### config.mk
export PLATFORM = sky130hd
export DESIGN_NAME = msdec_top
export DESIGN_NICKNAME = d
export VERILOG_FILES = /design/src/msdec_mode_decode.v /design/src/msdec_remap.v /design/src/msdec_top.v
export VERILOG_INCLUDE_DIRS = /design/src /design/src/src
export SDC_FILE = /design/constraint.sdc
export NUM_CORES = 1
export LEC_CHECK = 0
export ABC_AREA = 1
export BUFFER_PORTS_ARGS = -buffer_cell sky130_fd_sc_hd__buf_2
export CORE_MARGIN = 5
export CORE_UTILIZATION = 50
export CTS_BUF_LIST = sky130_fd_sc_hd__clkbuf_8
export CTS_CLUSTER_DIAMETER = 200
export DETAILED_ROUTE_END_ITERATION = 6
export HOLD_SLACK_MARGIN = 0.1
export PLACE_DENSITY = 0.78
export SYNTH_ARGS = -nofsm -noshare
export SYNTH_HDL_FRONTEND = slang
export SYNTH_SLANG_ARGS = --single-unit
### constraint.sdc
create_clock -name CLK -period 3.8 [get_ports CLK]
set_input_delay 0.57 -clock CLK [delete_from_list [all_inputs] [get_ports CLK]]
set_output_delay 0.57 -clock CLK [all_outputs]
set_load 0.005 [all_outputs]
### src/msdec_defs.vh
// Offsets, fields, codes and reset values of the search control decoder
`ifndef MSDEC_DEFS_VH
`define MSDEC_DEFS_VH
// ****************************************************************
// Register byte addresses
// ****************************************************************
`define MSDEC_A_CTRL      8'h00
`define MSDEC_A_MSGTYPE   8'h04
`define MSDEC_A_PARAM     8'h08
`define MSDEC_A_STATUS    8'h0c
`define MSDEC_A_DECODE    8'h10
`define MSDEC_A_RESULT    8'h14
// ****************************************************************
// Control dword fields
// ****************************************************************
`define MSDEC_SEL_HI      10
`define MSDEC_SEL_LO      8
`define MSDEC_REF_BIT     7
`define MSDEC_SRC_BIT     6
`define MSDEC_REMAP_HI    5
`define MSDEC_REMAP_LO    4
// ****************************************************************
// Parameter register fields
// ****************************************************************
`define MSDEC_P_ADAPT     0
`define MSDEC_P_FRAC      1
`define MSDEC_P_STEP_HI   15
`define MSDEC_P_STEP_LO   8
`define MSDEC_P_MASK_HI   19
`define MSDEC_P_MASK_LO   16
// ****************************************************************
// Status register fields
// ****************************************************************
`define MSDEC_S_BUSY      0
`define MSDEC_S_ERR_SEL   4
`define MSDEC_S_ERR_STEP  5
`define MSDEC_S_ERR_RMAP  6
`define MSDEC_S_REFUSED   7
// ****************************************************************
// Codes
// ****************************************************************
`define MSDEC_SEL_SINGLE  3'h0
`define MSDEC_SEL_DSTART  3'h1
`define MSDEC_SEL_DREC    3'h3
`define MSDEC_SEL_DREF    3'h7
`define MSDEC_RMAP_NONE   2'h0
`define MSDEC_RMAP_FWD    2'h1
`define MSDEC_RMAP_BWD    2'h2
`define MSDEC_RMAP_RSVD   2'h3
`define MSDEC_MSG_IME     2'h0
`define MSDEC_MSG_SIC     2'h1
`define MSDEC_MSG_FBR     2'h2
`define MSDEC_MSG_IDM     2'h3
`define MSDEC_MASK_ALL    4'hf
`define MSDEC_MIN_STEP    8'h02
// ****************************************************************
// Reset values
// ****************************************************************
`define MSDEC_RST_PARAM   32'h00000000
`define MSDEC_RST_MSG     2'h0
`endif

### src/msdec_mode_decode.v
// Search selector decoder: references, records, starts, cost centres
`timescale 1ns/10ps
`include "msdec_defs.vh"
module msdec_mode_decode (
	// Selector in
	input  wire [2:0] sel,
	// Decoded mode
	output reg        ref1_en,
	output reg        dual_record,
	output reg        dual_start,
	output reg        cost1_en,
	output reg        start1_path,
	output reg        merge_first,
	output reg        per_record,
	output reg        reserved
);
	always @* begin
		ref1_en     = 1'b0;
		dual_record = 1'b0;
		dual_start  = 1'b0;
		cost1_en    = 1'b0;
		start1_path = 1'b0;
		merge_first = 1'b0;
		per_record  = 1'b0;
		reserved    = 1'b0;
		case (sel)
		`MSDEC_SEL_SINGLE: begin
			reserved = 1'b0;
		end
		`MSDEC_SEL_DSTART: begin
			dual_start  = 1'b1;
			start1_path = 1'b1;
		end
		`MSDEC_SEL_DREC: begin
			dual_start  = 1'b1;
			dual_record = 1'b1;
			cost1_en    = 1'b1;
			merge_first = 1'b1;
		end
		`MSDEC_SEL_DREF: begin
			ref1_en     = 1'b1;
			dual_start  = 1'b1;
			dual_record = 1'b1;
			cost1_en    = 1'b1;
			per_record  = 1'b1;
		end
		default: begin
			reserved = 1'b1;
		end
		endcase
	end
endmodule

### src/msdec_remap.v
// Inter block type remapping for search results
`timescale 1ns/10ps
`include "msdec_defs.vh"
module msdec_remap (
	// Result in
	input  wire [5:0] type_in,
	input  wire       intra,
	input  wire [1:0] mode,
	// Result out
	output reg  [5:0] type_out
);
	wire lo_grp;
	wire mid_grp;
	assign lo_grp  = (type_in >= 6'h01) && (type_in <= 6'h03);
	assign mid_grp = (type_in >= 6'h04) && (type_in <= 6'h15);

	always @* begin
		type_out = type_in;
		// Intra results keep their type whatever the mode
		if (!intra) begin
			case (mode)
			`MSDEC_RMAP_FWD: begin
				if (lo_grp)
					type_out = 6'h01;
				else if (mid_grp)
					type_out = type_in[0] ? 6'h05 : 6'h04;
			end
			`MSDEC_RMAP_BWD: begin
				if (lo_grp)
					type_out = 6'h02;
				else if (mid_grp)
					type_out = type_in[0] ? 6'h07 : 6'h06;
			end
			default: begin
				type_out = type_in;
			end
			endcase
		end
	end
endmodule

### src/msdec_top.v
// Motion search control dword decoder with AHB-Lite register slave
`timescale 1ns/10ps
`include "msdec_defs.vh"
// Contract
// - Code 000b searches reference 0, cost centre 0, start 0, one record.
// - Code 001b visits start 0 then start 1, one record, then path.
// - Code 011b uses both starts, centres, two records merged before refine.
// - Code 111b searches both references, refines per record, combines.
// - Dual reference with all-ones partition mask skips bidir estimation.
// - Bidir estimation and sub-pel refine are enabled independently.
// - Reference access bit 7 selects frame or field reference fetch.
// - Source access bit 6 selects frame or field source fetch.
// - Block type remap applies to inter results only, never intra.
// - Remap 01b maps types to forward-only codes 1, 4, 5.
// - Remap 10b maps types to backward-only codes 2, 6, 7.
// - Remap 00b passes type through; 11b is reserved.
// - Fields not valid for the message type are ignored.
module msdec_top (
	// Clock and reset
	input  wire        CLK,
	input  wire        RST,
	// AHB-Lite slave
	input  wire        HSEL,
	input  wire [7:0]  HADDR,
	input  wire [1:0]  HTRANS,
	input  wire        HWRITE,
	input  wire [2:0]  HSIZE,
	input  wire [31:0] HWDATA,
	input  wire        HREADY,
	output wire        HREADYOUT,
	output wire        HRESP,
	output wire [31:0] HRDATA,
	// Request to the search engine
	output wire        REQ_START,
	output wire        REQ_ACTIVE,
	output wire        REF1_EN,
	output wire        DUAL_RECORD,
	output wire        DUAL_START,
	output wire        COST1_EN,
	output wire        START1_PATH,
	output wire        MERGE_FIRST,
	output wire        PER_RECORD,
	output wire        BIDIR_EST_EN,
	output wire        FRAC_REFINE_EN,
	output wire        ADAPT_EN,
	output wire [7:0]  ADAPT_STEPS,
	output wire        REF_FIELD,
	output wire        SRC_FIELD,
	input  wire        ENG_DONE,
	// Result from the engine
	input  wire        RES_VALID,
	input  wire [5:0]  RES_TYPE,
	input  wire        RES_INTRA,
	output wire        OUT_VALID,
	output wire [5:0]  OUT_TYPE,
	output wire        OUT_INTRA
);
// ****************************************************************
// State codes
// ****************************************************************
	localparam [1:0] ST_IDLE = 2'b01;
	localparam [1:0] ST_BUSY = 2'b10;

	reg  [1:0]  state_ff;
	reg  [1:0]  nxt_state;
	reg         wr_ff;
	reg         rd_ff;
	reg  [7:0]  addr_ff;
	reg  [31:0] rdata_ff;
	reg  [31:0] nxt_rdata;
	reg  [31:0] param_ff;
	reg  [1:0]  msg_ff;
	reg  [2:0]  sel_ff;
	reg         ref_field_ff;
	reg         src_field_ff;
	reg  [1:0]  remap_ff;
	reg         ref1_ff;
	reg         drec_ff;
	reg         dstart_ff;
	reg         cost1_ff;
	reg         s1path_ff;
	reg         merge_ff;
	reg         perrec_ff;
	reg         bidir_ff;
	reg         frac_ff;
	reg         adapt_ff;
	reg  [7:0]  steps_ff;
	reg         start_ff;
	reg         err_sel_ff;
	reg         err_step_ff;
	reg         err_rmap_ff;
	reg         refused_ff;
	reg         out_valid_ff;
	reg  [5:0]  out_type_ff;
	reg         out_intra_ff;

	wire        addr_phase;
	wire        wr_do;
	wire        ctrl_wr;
	wire        stat_wr;
	wire        accept;
	wire        refuse;
	wire        is_ime;
	wire        remap_ok;
	wire [2:0]  eff_sel;
	wire [1:0]  eff_remap;
	wire        d_ref1;
	wire        d_drec;
	wire        d_dstart;
	wire        d_cost1;
	wire        d_s1path;
	wire        d_merge;
	wire        d_perrec;
	wire        d_rsvd;
	wire        step_low;
	wire [5:0]  mapped;

// ****************************************************************
// Bus slave
// ****************************************************************
	// Every access completes with no wait state and OKAY
	assign HREADYOUT = 1'b1;
	assign HRESP     = 1'b0;
	assign HRDATA    = rdata_ff;
	assign addr_phase = HSEL && HTRANS[1] && HREADY;
	assign wr_do      = wr_ff && HREADY;

	always @(posedge CLK or posedge RST) begin
		if (RST) begin
			wr_ff   <= 1'b0;
			rd_ff   <= 1'b0;
			addr_ff <= 8'h00;
		end else if (HREADY) begin
			wr_ff   <= addr_phase && HWRITE;
			rd_ff   <= addr_phase && !HWRITE;
			addr_ff <= HADDR;
		end
	end

	// Read data is fetched in the address phase so it stands from a flop
	always @* begin
		nxt_rdata = 32'h00000000;
		case (HADDR)
		`MSDEC_A_CTRL: begin
			nxt_rdata[`MSDEC_SEL_HI:`MSDEC_SEL_LO] = sel_ff;
			nxt_rdata[`MSDEC_REF_BIT] = ref_field_ff;
			nxt_rdata[`MSDEC_SRC_BIT] = src_field_ff;
			nxt_rdata[`MSDEC_REMAP_HI:`MSDEC_REMAP_LO] = remap_ff;
		end
		`MSDEC_A_MSGTYPE: begin
			nxt_rdata[1:0] = msg_ff;
		end
		`MSDEC_A_PARAM: begin
			nxt_rdata = param_ff;
		end
		`MSDEC_A_STATUS: begin
			nxt_rdata[`MSDEC_S_BUSY]     = state_ff[1];
			nxt_rdata[`MSDEC_S_ERR_SEL]  = err_sel_ff;
			nxt_rdata[`MSDEC_S_ERR_STEP] = err_step_ff;
			nxt_rdata[`MSDEC_S_ERR_RMAP] = err_rmap_ff;
			nxt_rdata[`MSDEC_S_REFUSED]  = refused_ff;
		end
		`MSDEC_A_DECODE: begin
			nxt_rdata[9:0] = {frac_ff, bidir_ff, perrec_ff, merge_ff,
				s1path_ff, cost1_ff, dstart_ff, drec_ff, ref1_ff, adapt_ff};
		end
		`MSDEC_A_RESULT: begin
			nxt_rdata[7:0] = {out_intra_ff, 1'b0, out_type_ff};
		end
		default: begin
			nxt_rdata = 32'h00000000;
		end
		endcase
	end

	always @(posedge CLK or posedge RST) begin
		if (RST)
			rdata_ff <= 32'h00000000;
		else if (addr_phase && !HWRITE)
			rdata_ff <= nxt_rdata;
	end

// ****************************************************************
// Message decode
// ****************************************************************
	assign ctrl_wr = wr_do && (addr_ff == `MSDEC_A_CTRL);
	assign stat_wr = wr_do && (addr_ff == `MSDEC_A_STATUS);
	assign is_ime  = (msg_ff == `MSDEC_MSG_IME);
	// Selector only counts for integer search requests
	assign eff_sel = is_ime ? HWDATA[`MSDEC_SEL_HI:`MSDEC_SEL_LO]
		: `MSDEC_SEL_SINGLE;
	assign remap_ok = is_ime || (msg_ff == `MSDEC_MSG_FBR);
	assign eff_remap = remap_ok ? HWDATA[`MSDEC_REMAP_HI:`MSDEC_REMAP_LO]
		: `MSDEC_RMAP_NONE;
	// Reserved selector codes never reach the engine
	assign refuse = ctrl_wr && (state_ff[1] || d_rsvd);
	assign accept = ctrl_wr && state_ff[0] && !d_rsvd;
	assign step_low = (eff_sel == `MSDEC_SEL_SINGLE)
		&& param_ff[`MSDEC_P_ADAPT]
		&& (param_ff[`MSDEC_P_STEP_HI:`MSDEC_P_STEP_LO] < `MSDEC_MIN_STEP);

	msdec_mode_decode u_mode (
		.sel         (eff_sel),
		.ref1_en     (d_ref1),
		.dual_record (d_drec),
		.dual_start  (d_dstart),
		.cost1_en    (d_cost1),
		.start1_path (d_s1path),
		.merge_first (d_merge),
		.per_record  (d_perrec),
		.reserved    (d_rsvd)
	);

	always @(posedge CLK or posedge RST) begin
		if (RST) begin
			param_ff <= `MSDEC_RST_PARAM;
			msg_ff   <= `MSDEC_RST_MSG;
		end else if (wr_do && state_ff[0]) begin
			// Held while busy so the live request cannot shift
			if (addr_ff == `MSDEC_A_PARAM)
				param_ff <= HWDATA;
			if (addr_ff == `MSDEC_A_MSGTYPE)
				msg_ff <= HWDATA[1:0];
		end
	end

	always @(posedge CLK or posedge RST) begin
		if (RST) begin
			sel_ff       <= `MSDEC_SEL_SINGLE;
			ref_field_ff <= 1'b0;
			src_field_ff <= 1'b0;
			remap_ff     <= `MSDEC_RMAP_NONE;
			ref1_ff      <= 1'b0;
			drec_ff      <= 1'b0;
			dstart_ff    <= 1'b0;
			cost1_ff     <= 1'b0;
			s1path_ff    <= 1'b0;
			merge_ff     <= 1'b0;
			perrec_ff    <= 1'b0;
			bidir_ff     <= 1'b0;
			frac_ff      <= 1'b0;
			adapt_ff     <= 1'b0;
			steps_ff     <= 8'h00;
		end else if (accept) begin
			sel_ff       <= eff_sel;
			ref_field_ff <= HWDATA[`MSDEC_REF_BIT];
			src_field_ff <= HWDATA[`MSDEC_SRC_BIT];
			remap_ff     <= eff_remap;
			ref1_ff      <= d_ref1;
			drec_ff      <= d_drec;
			dstart_ff    <= d_dstart;
			cost1_ff     <= d_cost1;
			s1path_ff    <= d_s1path;
			merge_ff     <= d_merge;
			perrec_ff    <= d_perrec;
			// Mask all ones means unidirectional results only
			bidir_ff     <= d_ref1 && (param_ff[`MSDEC_P_MASK_HI:
				`MSDEC_P_MASK_LO] != `MSDEC_MASK_ALL);
			// Sub-pel refine does not look at bidir at all
			frac_ff      <= param_ff[`MSDEC_P_FRAC];
			adapt_ff     <= param_ff[`MSDEC_P_ADAPT];
			steps_ff     <= param_ff[`MSDEC_P_STEP_HI:`MSDEC_P_STEP_LO];
		end
	end

// ****************************************************************
// Request sequencing
// ****************************************************************
	always @* begin
		nxt_state = state_ff;
		case (state_ff)
		ST_IDLE: begin
			if (accept)
				nxt_state = ST_BUSY;
		end
		ST_BUSY: begin
			if (ENG_DONE)
				nxt_state = ST_IDLE;
		end
		default: begin
			nxt_state = ST_IDLE;
		end
		endcase
	end

	always @(posedge CLK or posedge RST) begin
		if (RST) begin
			state_ff <= ST_IDLE;
			start_ff <= 1'b0;
		end else begin
			state_ff <= nxt_state;
			start_ff <= accept;
		end
	end

// ****************************************************************
// Sticky status, write one to clear, a new event wins
// ****************************************************************
	always @(posedge CLK or posedge RST) begin
		if (RST) begin
			err_sel_ff  <= 1'b0;
			err_step_ff <= 1'b0;
			err_rmap_ff <= 1'b0;
			refused_ff  <= 1'b0;
		end else begin
			err_sel_ff <= (ctrl_wr && d_rsvd)
				|| (err_sel_ff && !(stat_wr && HWDATA[`MSDEC_S_ERR_SEL]));
			// The engine lags one step, so a short count is flagged
			err_step_ff <= (accept && step_low)
				|| (err_step_ff
				&& !(stat_wr && HWDATA[`MSDEC_S_ERR_STEP]));
			err_rmap_ff <= (accept && (eff_remap == `MSDEC_RMAP_RSVD))
				|| (err_rmap_ff
				&& !(stat_wr && HWDATA[`MSDEC_S_ERR_RMAP]));
			refused_ff <= refuse
				|| (refused_ff && !(stat_wr && HWDATA[`MSDEC_S_REFUSED]));
		end
	end

// ****************************************************************
// Result remapping
// ****************************************************************
	msdec_remap u_remap (
		.type_in  (RES_TYPE),
		.intra    (RES_INTRA),
		.mode     (remap_ff),
		.type_out (mapped)
	);

	always @(posedge CLK or posedge RST) begin
		if (RST) begin
			out_valid_ff <= 1'b0;
			out_type_ff  <= 6'h00;
			out_intra_ff <= 1'b0;
		end else begin
			out_valid_ff <= RES_VALID;
			if (RES_VALID) begin
				out_type_ff  <= mapped;
				out_intra_ff <= RES_INTRA;
			end
		end
	end

// ****************************************************************
// Outputs
// ****************************************************************
	assign REQ_START      = start_ff;
	assign REQ_ACTIVE     = state_ff[1];
	assign REF1_EN        = ref1_ff;
	assign DUAL_RECORD    = drec_ff;
	assign DUAL_START     = dstart_ff;
	assign COST1_EN       = cost1_ff;
	assign START1_PATH    = s1path_ff;
	assign MERGE_FIRST    = merge_ff;
	assign PER_RECORD     = perrec_ff;
	assign BIDIR_EST_EN   = bidir_ff;
	assign FRAC_REFINE_EN = frac_ff;
	assign ADAPT_EN       = adapt_ff;
	assign ADAPT_STEPS    = steps_ff;
	assign REF_FIELD      = ref_field_ff;
	assign SRC_FIELD      = src_field_ff;
	assign OUT_VALID      = out_valid_ff;
	assign OUT_TYPE       = out_type_ff;
	assign OUT_INTRA      = out_intra_ff;
endmodule

; ---- Word level (Yosys, flattened, before mapping)
; Cells that the tools add are included.
[word_totals]
ff_bits = 113
input_bits = 59
output_inout_bits = 64
[classes]
order_cmp = 5
eq_ne = 20
muxes = 26
n_reduce_logical = 48
[op_table]
columns = operator, n
row1 = $eq A8 B4 Y1 const B, 4
row2 = $mux W6, 5
row3 = $logic_and A1 B1 Y1, 27
row4 = $mux W21, 1
row5 = $pmux W4 S5, 1
row6 = $eq A8 B3 Y1 const B, 2
row7 = $eq A8 B5 Y1 const B, 2
row8 = $logic_not A8 Y1, 2
row9 = $pmux W2 S3, 2
row10 = $pmux W6 S2, 1
row11 = $eq A2 B2 Y1 const B, 4
row12 = $lt A8 B2 Y1 const B, 1
row13 = $mux W1, 8
row14 = $ge A6 B1 Y1 const B, 1
row15 = $ge A6 B3 Y1 const B, 1
row16 = $le A6 B2 Y1 const B, 1
row17 = $le A6 B5 Y1 const B, 1
row18 = $logic_or A1 B1 Y1, 6
row19 = $mux W2, 3
row20 = $reduce_and A2 Y1, 3
row21 = $logic_not A1 Y1, 5
row22 = $pmux W1 S5, 1
row23 = $eq A2 B1 Y1 const B, 2
row24 = $ne A2 B2 Y1 const B, 2
row25 = other kinds (13), 13

; ---- Longest topological paths before layout
; Gate-level depths: netlist (run 1).
[depth]
depth_word = 8
mapped_depth = 9
mapped_depth_nobuf = 9

; ---- Modules after synthesis
; From an unflattened synthesis (run 1), not the netlist that was laid out.
[hier_totals]
hier_cells = 640
hier_area_um2 = 5425.2
[modules_own_cells]
columns = mod, instances, cells_per_inst, area_per_inst_um2, seq_area_each_um2
row1 = msdec_top, 1, 578, 5128.7, 2879.0
row2 = msdec_remap, 1, 47, 230.2, 0.0
row3 = msdec_mode_decode, 1, 15, 66.3, 0.0

; ---- Worst setup path after synthesis (run 1)
; Ideal clock, no wire load.
[synth_timing]
kind = input port to flip-flop
from = in HREADY
to = reg rdata_ff[20] (netlist: HRDATA[20])
setup_time_ps = 133
arrival_ps = 1298
required_ps = 3667
slack_ps = 2369
path_stages = 7
n_path_buf = 2
path_cell_list = buf_4 > nand3_2 > nor2_4 > inv_2 > clkbuf_1 > nand2_1 > o21ai_0
[synth_via]
elab_chain_cells = 2
[synth_rtl]
columns = element, line
row1 = from (decl), msdec_top.v:29  ; input wire HREADY,
row2 = $logic_and A1 B1 Y1, msdec_top.v:125  ; assign addr_phase = HSEL && HTRANS[1] && HREADY;
row3 = $logic_and A1 B1 Y1, msdec_top.v:179  ; else if (addr_phase && !HWRITE)
row4 = to (signal assigned), msdec_top.v:180  ; rdata_ff <= nxt_rdata;
row5 = to (decl), msdec_top.v:69  ; reg [31:0] rdata_ff;
; No other way between the ends.
; A chain may end at the register's enable or synchronous reset.

; ---- Worst setup path in the final report (run 1)
[layout_timing]
from = reg addr_ff[0]
to = reg param_ff[8]
[layout_via]
elab_chain_cells = 2
[layout_rtl]
columns = element, line
row1 = from (decl), msdec_top.v:68  ; reg [7:0] addr_ff;
row2 = from (signal assigned), msdec_top.v:132  ; addr_ff <= 8'h00;
row3 = from (signal assigned), msdec_top.v:136  ; addr_ff <= HADDR;
row4 = $eq A8 B4 Y1 (no line), n/a
row5 = $reduce_and A2 Y1 (no line), n/a
row6 = to (signal assigned), msdec_top.v:216  ; param_ff <= `MSDEC_RST_PARAM;
row7 = to (decl), msdec_top.v:71  ; reg [31:0] param_ff;
; No other way between the ends.

==> impl_metrics.csv, run 1 <==
group,metric,value,unit
timing,finalSetupTns,0,ps
cts,h-tree-depth,4,
placed_design,port_buffers,116,
timing,whs,223,ps
synthesis,synth-seq-cells,113,
synthesis,postSynthCellCount,612,
timing,worstMarginPinSlew,929,ps
cts,hold_buffers,0,
worst_setup_path,r2r.worst_path.cells,6,
power_and_ir_drop,p_leak,3.39,nW
global_route,grt-busiest-layer,"met2",
synthesis,async_reset_ff_share,100,%
floorplan,dieArea,12500,um2
cts,cts_tree,"built",
power_and_ir_drop,vdd_drop_max,0.268,mV
synthesis,syn_area_per_cell,8.50,um2
timing,finalHoldViolCount,0,
synthesis,yosysMostFrequentCell,"nand2_1",
placed_design,gp_congestion,0.886,
cts,insertion_delay,420,ps
synthesis,synth-edff-count,0,
placed_design,dp.cells,840,
worst_setup_path,rrSetupSlack,1330,ps
worst_setup_path,startpoint,"addr_ff[0]",
status,status,"complete, no violations",
timing,fmax,405,MHz
cts,clock-sinks,113,
cts,max-clock-path-buffers,2,
floorplan,die_w,112,um
synthesis,seq_area_frac_synth,54.4,%
timing,final.setup_skew,10.6,ps
worst_setup_path,crit_arrival,2740,ps
global_route,grtUsageMet2,34.1,%
worst_setup_path,path_class,"register to register",
global_route,grt_pass1_vias,4448,
detailed_routing,first_iter_violations,402,
worst_setup_path,crit_path_end_kind,"register",
power_and_ir_drop,power_density,416,nW/um2
synthesis,netlist_top_cells_count,"188 x nand2_1, 112 x dfrtp_1, 57 x inv_1",
synthesis,synth_flop_cell,"dfrtp_1",
cts,cts_setup_buffers,0,
global_route,grt-ovfl-total,0,
floorplan,initial_utilization,50.9,%
timing,fin_crit_sh,65.0,%
detailed_routing,drt_wl_total,12800,um
hold_path,hold_path.class,"input pin to asynchronous set/reset pin",
detailed_routing,wl_per_cell,14.7,um
detailed_routing,drc,0,
run,drv_cap,0,
synthesis,synth_fp_nets,673,
layout,final_cells,872,
layout,finalInstanceArea,6200,um2
detailed_routing,drt_pre_antenna_iters,6,
timing,slew_headroom,37.8,%
worst_setup_path,rr_startpoint,"addr_ff[0]",
global_route,grt_pass1_wl,21300,um
global_route,grt_use_total,21.1,%
global_route,met1_usage,28.4,%
synthesis,synth.largest_area_cell,"dfrtp_1",
floorplan,num_rows,37,
floorplan,design.core.area,10200,um2
worst_setup_path,critPathMaxFanout,50,
synthesis,synth_cell_types,34,
synthesis,synth_top_area_share,53.9,%
timing,report.final.setup_viol,0,
layout,drive_gt1_share,25.7,%
detailed_routing,viasPerCell,5.08,
cts,cts-root-buf,"clkbuf_8",
synthesis,synth_warnings,0,
worst_setup_path,cp.required,4070,ps
placed_design,postPlaceCellArea,5800,um2
global_route,antenna_found_initial,0,
global_route,grt_max_degree,52,
layout,final_nets,784,
cts,path_clk_slew,70,ps
timing,rsz0062_at_grt,"no",
timing,fin_crit,2470,ps
synthesis,synth.area.top_cells,"dfrtp_1 54%, nand2_1 14%, nand3_1 5.3%",
layout,diodes,0,
worst_setup_path,reg2reg_to,"param_ff[8]",
detailed_routing,vias,4432,
cts,post_cts_resized,0,
detailed_routing,final_antenna_net_count,0,
global_route,grt_util_met3,4.69,%
cts,cts_buffers,17,
layout,syn2layout_area_growth,19.2,%
synthesis,syn_area,5200,um2
floorplan,dieHeight,112,um
placed_design,dpl.hpwl,9350,um
timing,drv_slew,0,
floorplan,ios,123,
worst_setup_path,cp-start-kind,"register",
report_power, final:
part	internal (W)	switching, W	leakage [nW]
logic	0.0000661	0.000122	1.71
registers	0.00124	0.0000273	1.49
clock network	0.000608	0.000518	0.192
worst max-delay path by stage:
stage,cells past startpoint,end,slack [ps]
after floorplan,1,ADAPT_EN,240
after global placement,6,param_ff[2],1310
after detailed placement,5,HRDATA[19],1220
after CTS,6,param_ff[2],1310
after global routing,6,param_ff[2],1010
final,6,param_ff[8],1330
per-layer routing:
metal | part of all wire [%] | vias up
li1 | - | 2189
met2 | 48 | 138
met4 | 1.3 | 0
met5 | 0 | -
met3 | 6.4 | 15
met1 | 45 | 2090
cell usage in the layout, fill, tap and decap left out, drive strengths merged, types with 8 or more instances in the layout:
| master | synthesis | layout |
|---|---|---|
| buf | 21 | 118 |
| nor3 | 10 | 10 |
| clkbuf | 5 | 18 |
| nand4 | 9 | 9 |
| dfrtp | 112 | 112 |
| nand3 | 57 | 57 |
| o31ai | 8 | 8 |
| nand2 | 198 | 198 |
| a21oi | 15 | 15 |
| inv | 59 | 62 |
| nor2 | 44 | 44 |
| o21ai | 60 | 60 |
per-stage QoR:
| stage | utilization, % | total power [W] | setup slack (ps) |
|---|---|---|---|
| detailed placement | 56.7 | 0.00148 | 1220 |
| finish | 60.6 | 0.00258 | 1330 |
| global placement | 56.7 | 0.00147 | 1310 |
| floorplan | - | 0.00140 | 244 |
| global route | 60.6 | 0.00269 | 1010 |
| CTS | 60.6 | 0.00260 | 1310 |
layout make-up:
cell class / instances / area [um2]
clock inverters: 14 / 156
inverters: 60 / 228
multi-input cells: 413 / 1980
clock buffers: 18 / 248
fillers: 925 / 4030
repair buffers: 118 / 596
well taps: 136 / 170
flip-flops and latches: 113 / 2830
worst max-delay path, cell delays in order (launching register included):
cell and delay (ps):
dfrtp_1 380, inv_1 70, nand2_1 90, nor3_2 670, nand2_2 760, nor2_1 290
a21oi_1 60
sequential cells by signal (all words and copies together), names as in the netlist, 2 cells and up:
| name | flops |
|---|---|
| msg_ff | 2 |
| HRDATA | 32 |
| OUT_TYPE | 6 |
| sel_ff | 3 |
| state_ff | 2 |
| ADAPT_STEPS | 8 |
| remap_ff | 2 |
| param_ff | 32 |
| addr_ff | 8 |
logic make-up after synthesis:
kind of cell             count (synthesis)  share of synthesized area (%)
AO/OA/AOI/OAI                           91                           10.7
buffers and inverters                   86                           7.62
AND/OR/NAND/NOR                        318                           26.7
adder cells (fa/ha/maj)                  2                          0.481
other                                    2                          0.144
flip-flops                             113                           54.4
Note: power is estimated with default switching activity, not from simulation.
==> run 2, diff against run 1 <==
--- a/config.mk
+++ b/config.mk
@@ -6,7 +6,7 @@
 export SDC_FILE = /design/constraint.sdc
 export NUM_CORES = 1
 export LEC_CHECK = 0
-export ABC_AREA = 1
+export ABC_AREA = 0
 export BUFFER_PORTS_ARGS = -buffer_cell sky130_fd_sc_hd__buf_2
 export CORE_MARGIN = 5
 export CORE_UTILIZATION = 50
@@ -14,7 +14,7 @@
 export CTS_CLUSTER_DIAMETER = 200
 export DETAILED_ROUTE_END_ITERATION = 6
 export HOLD_SLACK_MARGIN = 0.1
-export PLACE_DENSITY = 0.78
+export PLACE_DENSITY = 0.79
 export SYNTH_ARGS = -nofsm -noshare
 export SYNTH_HDL_FRONTEND = slang
 export SYNTH_SLANG_ARGS = --single-unit
==> constraint.sdc (replaced) <==
create_clock -name CLK -period 2.21 [get_ports CLK]
set_input_delay 0.3315 -clock CLK [delete_from_list [all_inputs] [get_ports CLK]]
set_output_delay 0.3315 -clock CLK [all_outputs]
set_load 0.005 [all_outputs]
==> impl_metrics.csv, run 2 <==
group,metric,value,unit
layout,final_nets,572,
synthesis,synth_xor_area_share,0,%
layout,final_cells,657,
placed_design,gp_congestion,0.890,
synthesis,synth_warnings,0,
placed_design,port_buffers,116,
global_route,grt_util_met3,7.34,%
detailed_routing,viasPerCell,5.60,
detailed_routing,final_antenna_net_count,0,
hold_path,hold-path-endpoint,"param_ff[18]",
cts,clock-sinks,113,
global_route,grt_use_total,21.6,%
global_route,grt-busiest-layer,"met2",
global_route,antenna_found_initial,1,
synthesis,muxShareOfSynthArea,16.5,%
synthesis,postSynthCellCount,378,
synthesis,synth.largest_area_cell,"dfrtp_1",
timing,slew_headroom,61.5,%
detailed_routing,drt_pre_antenna_iters,4,
hold_path,hold_path.class,"input pin to register",
synthesis,synth-compound-area-share,13.1,%
power_and_ir_drop,sequentialPowerShare,48.1,%
timing,finalSetupTns,0,ps
synthesis,synth_fp_nets,439,
synthesis,async_reset_ff_share,100,%
power_and_ir_drop,switchingPower,0.00107,W
floorplan,die_w,109,um
worst_setup_path,cp.required,2510,ps
detailed_routing,vias,3680,
timing,final.setup_skew,10.2,ps
synthesis,synth_top_family_by_area,"multiplexers",
worst_setup_path,crit_path_end_kind,"register",
floorplan,ios,123,
run,drv_cap,0,
status,status,"complete, no violations",
placed_design,dpl.hpwl,8810,um
power_and_ir_drop,p_leak,3.28,nW
cts,post_cts_resized,0,
detailed_routing,drc,0,
floorplan,initial_utilization,50.8,%
timing,fmax,501,MHz
timing,setup_ws,215,ps
timing,fin_crit,1990,ps
timing,fin_crit_sh,90.3,%
cts,cts_setup_buffers,0,
power_and_ir_drop,intPower,0.00342,W
hold_path,min_from,"HWDATA[18]",
cts,path_clk_slew,70,ps
synthesis,synth.area.top_cells,"dfrtp_1 57%, mux2_1 6.9%, a22o_1 5.3%",
cts,max-clock-path-buffers,2,
layout,nFillCells,750,
layout,final_util,64.0,%
layout,layout_common_cells,"116 x buf_2, 112 x dfrtp_1, 30 x a22o_1, 30 x mux2_1",
worst_setup_path,rrSetupSlack,220,ps
cts,cts_buffers,17,
timing,rsz0062_at_grt,"no",
synthesis,syn_area,4920,um2
synthesis,seq_area_frac_synth,57.5,%
synthesis,synth_top_area_share,56.9,%
placed_design,dp.cells,620,
floorplan,dieArea,11900,um2
power_and_ir_drop,power_density,726,nW/um2
worst_setup_path,r2r.worst_path.cells,5,
global_route,grt_pass1_wl,19500,um
worst_setup_path,reg2reg_to,"param_ff[31]",
power_and_ir_drop,vdd_drop_max,0.499,mV
timing,finalHoldViolCount,0,
detailed_routing,first_iter_violations,237,
power_and_ir_drop,swShare,23.8,%
synthesis,synth-seq-cells,113,
cts,h-tree-depth,4,
cts,cts-root-buf,"clkbuf_8",
power_and_ir_drop,combPwrFrac,6.7,%
global_route,grtUsageMet2,33.4,%
floorplan,design.core.area,9680,um2
synthesis,netlist_top_cells_count,"112 x dfrtp_1, 30 x a22o_1, 30 x mux2_1",
synthesis,synth_cell_types,55,
detailed_routing,wl_per_cell,18.5,um
synthesis,synth-edff-count,0,
synthesis,syn_area_per_cell,13.0,um2
power_and_ir_drop,p_clk_share,45.2,%
global_route,grt_max_degree,39,
cts,insertion_delay,420,ps
layout,final_common_cell,"buf_2",
worst_setup_path,path_class,"register to register",
synthesis,yosys.area_share.adder,0.508,%
layout,syn2layout_area_growth,25.8,%
floorplan,dieHeight,109,um
global_route,grt-ovfl-total,0,
cts,cts_tree,"built",
worst_setup_path,critPathMaxFanout,28,
worst_setup_path,cp-start-kind,"register",
synthesis,yosys.area_share.simple,8.89,%
hold_path,holdPathStages,2,
floorplan,num_rows,36,
cts,hold_buffers,3,
timing,drv_slew,0,
worst_setup_path,rr_startpoint,"addr_ff[1]",
detailed_routing,drt_wl_total,12200,um
layout,drive_gt1_share,38.5,%
synthesis,yosysMostFrequentCell,"dfrtp_1",
global_route,met1_usage,28.9,%
worst_setup_path,crit_arrival,2290,ps
synthesis,synth_flop_cell,"dfrtp_1",
layout,diodes,0,
timing,worstMarginPinSlew,576,ps
timing,report.final.setup_viol,0,
placed_design,post-place-ws,144,ps
global_route,grt_pass1_vias,3720,
run 2: cell count changes after synthesis, sizes merged, moves of 11 or more:
cell,change
nand3,-53
nor2,-29
mux2i,+11
mux2,+59
a22o,+30
inv,-48
nand2,-185
o21ai,-51
run 2: metal layers:
| metal | wire length [um] | share of wire, % |
|---|---|---|
| met1 | 5100 | 42 |
| met4 | 198 | 1.6 |
| met5 | 7 | 0.057 |
| met3 | 1130 | 9.3 |
| met2 | 5730 | 47 |
run 2: logic make-up after synthesis:
logic type | count (synthesis)
buf+inv | 34
fa+ha+maj | 2
simple gates | 74
other cells | 2
flops | 113
mux | 70
compound gates | 83
run 2: how the worst max path moves through the flow:
stage	start	endpoint	slack, ps	cells past startpoint
global route	addr_ff[1]	param_ff[31]	150	5
finish	addr_ff[1]	param_ff[31]	220	5
floorplan	addr_ff[1]	ADAPT_STEPS[0]	290	5
global placement	HREADY	HRDATA[7]	140	6
CTS	addr_ff[1]	param_ff[16]	210	5
detailed placement	HREADY	HRDATA[7]	140	6
run 2: cell type report:
cell class,count,area (um2),area share [%]
inverter,11,45.0,0.727
sequential,113,2830,45.7
tap,133,166,2.69
clock inverter,13,161,2.61
clock buffer,19,262,4.22
timing repair buffer,137,801,12.9
multi-input combinational,231,1930,31.2
run 2: metrics by stage:
stage / power [W] / hold WS, ps / instance area (um2)
floorplan: 0.00235 / 363 / 4930
global placement: 0.00248 / 411 / 5720
detailed placement: 0.00249 / 424 / 5720
CTS: 0.00452 / 100 / 6170
global route: 0.00467 / 101 / 6190
finish: 0.00449 / 118 / 6190
run 2: worst max-delay path, stage by stage, from the launching register on:
cell     delay [ps]
dfrtp_1         380
or4_4           590
nor3_4          240
nand3_2         130
buf_12          200
mux2_1          320
run 2: power groups by stage:
stage	Sequential [W]	Clock, W	Combinational [W]
6_report	0.00216	0.00203	0.000301
5_1_grt	0.00217	0.00217	0.000336
4_1_cts	0.00216	0.00206	0.000300
3_5_place_dp	0.00220	0	0.000293
3_3_place_gp	0.00220	0	0.000282
2_1_floorplan	0.00219	0	0.000160
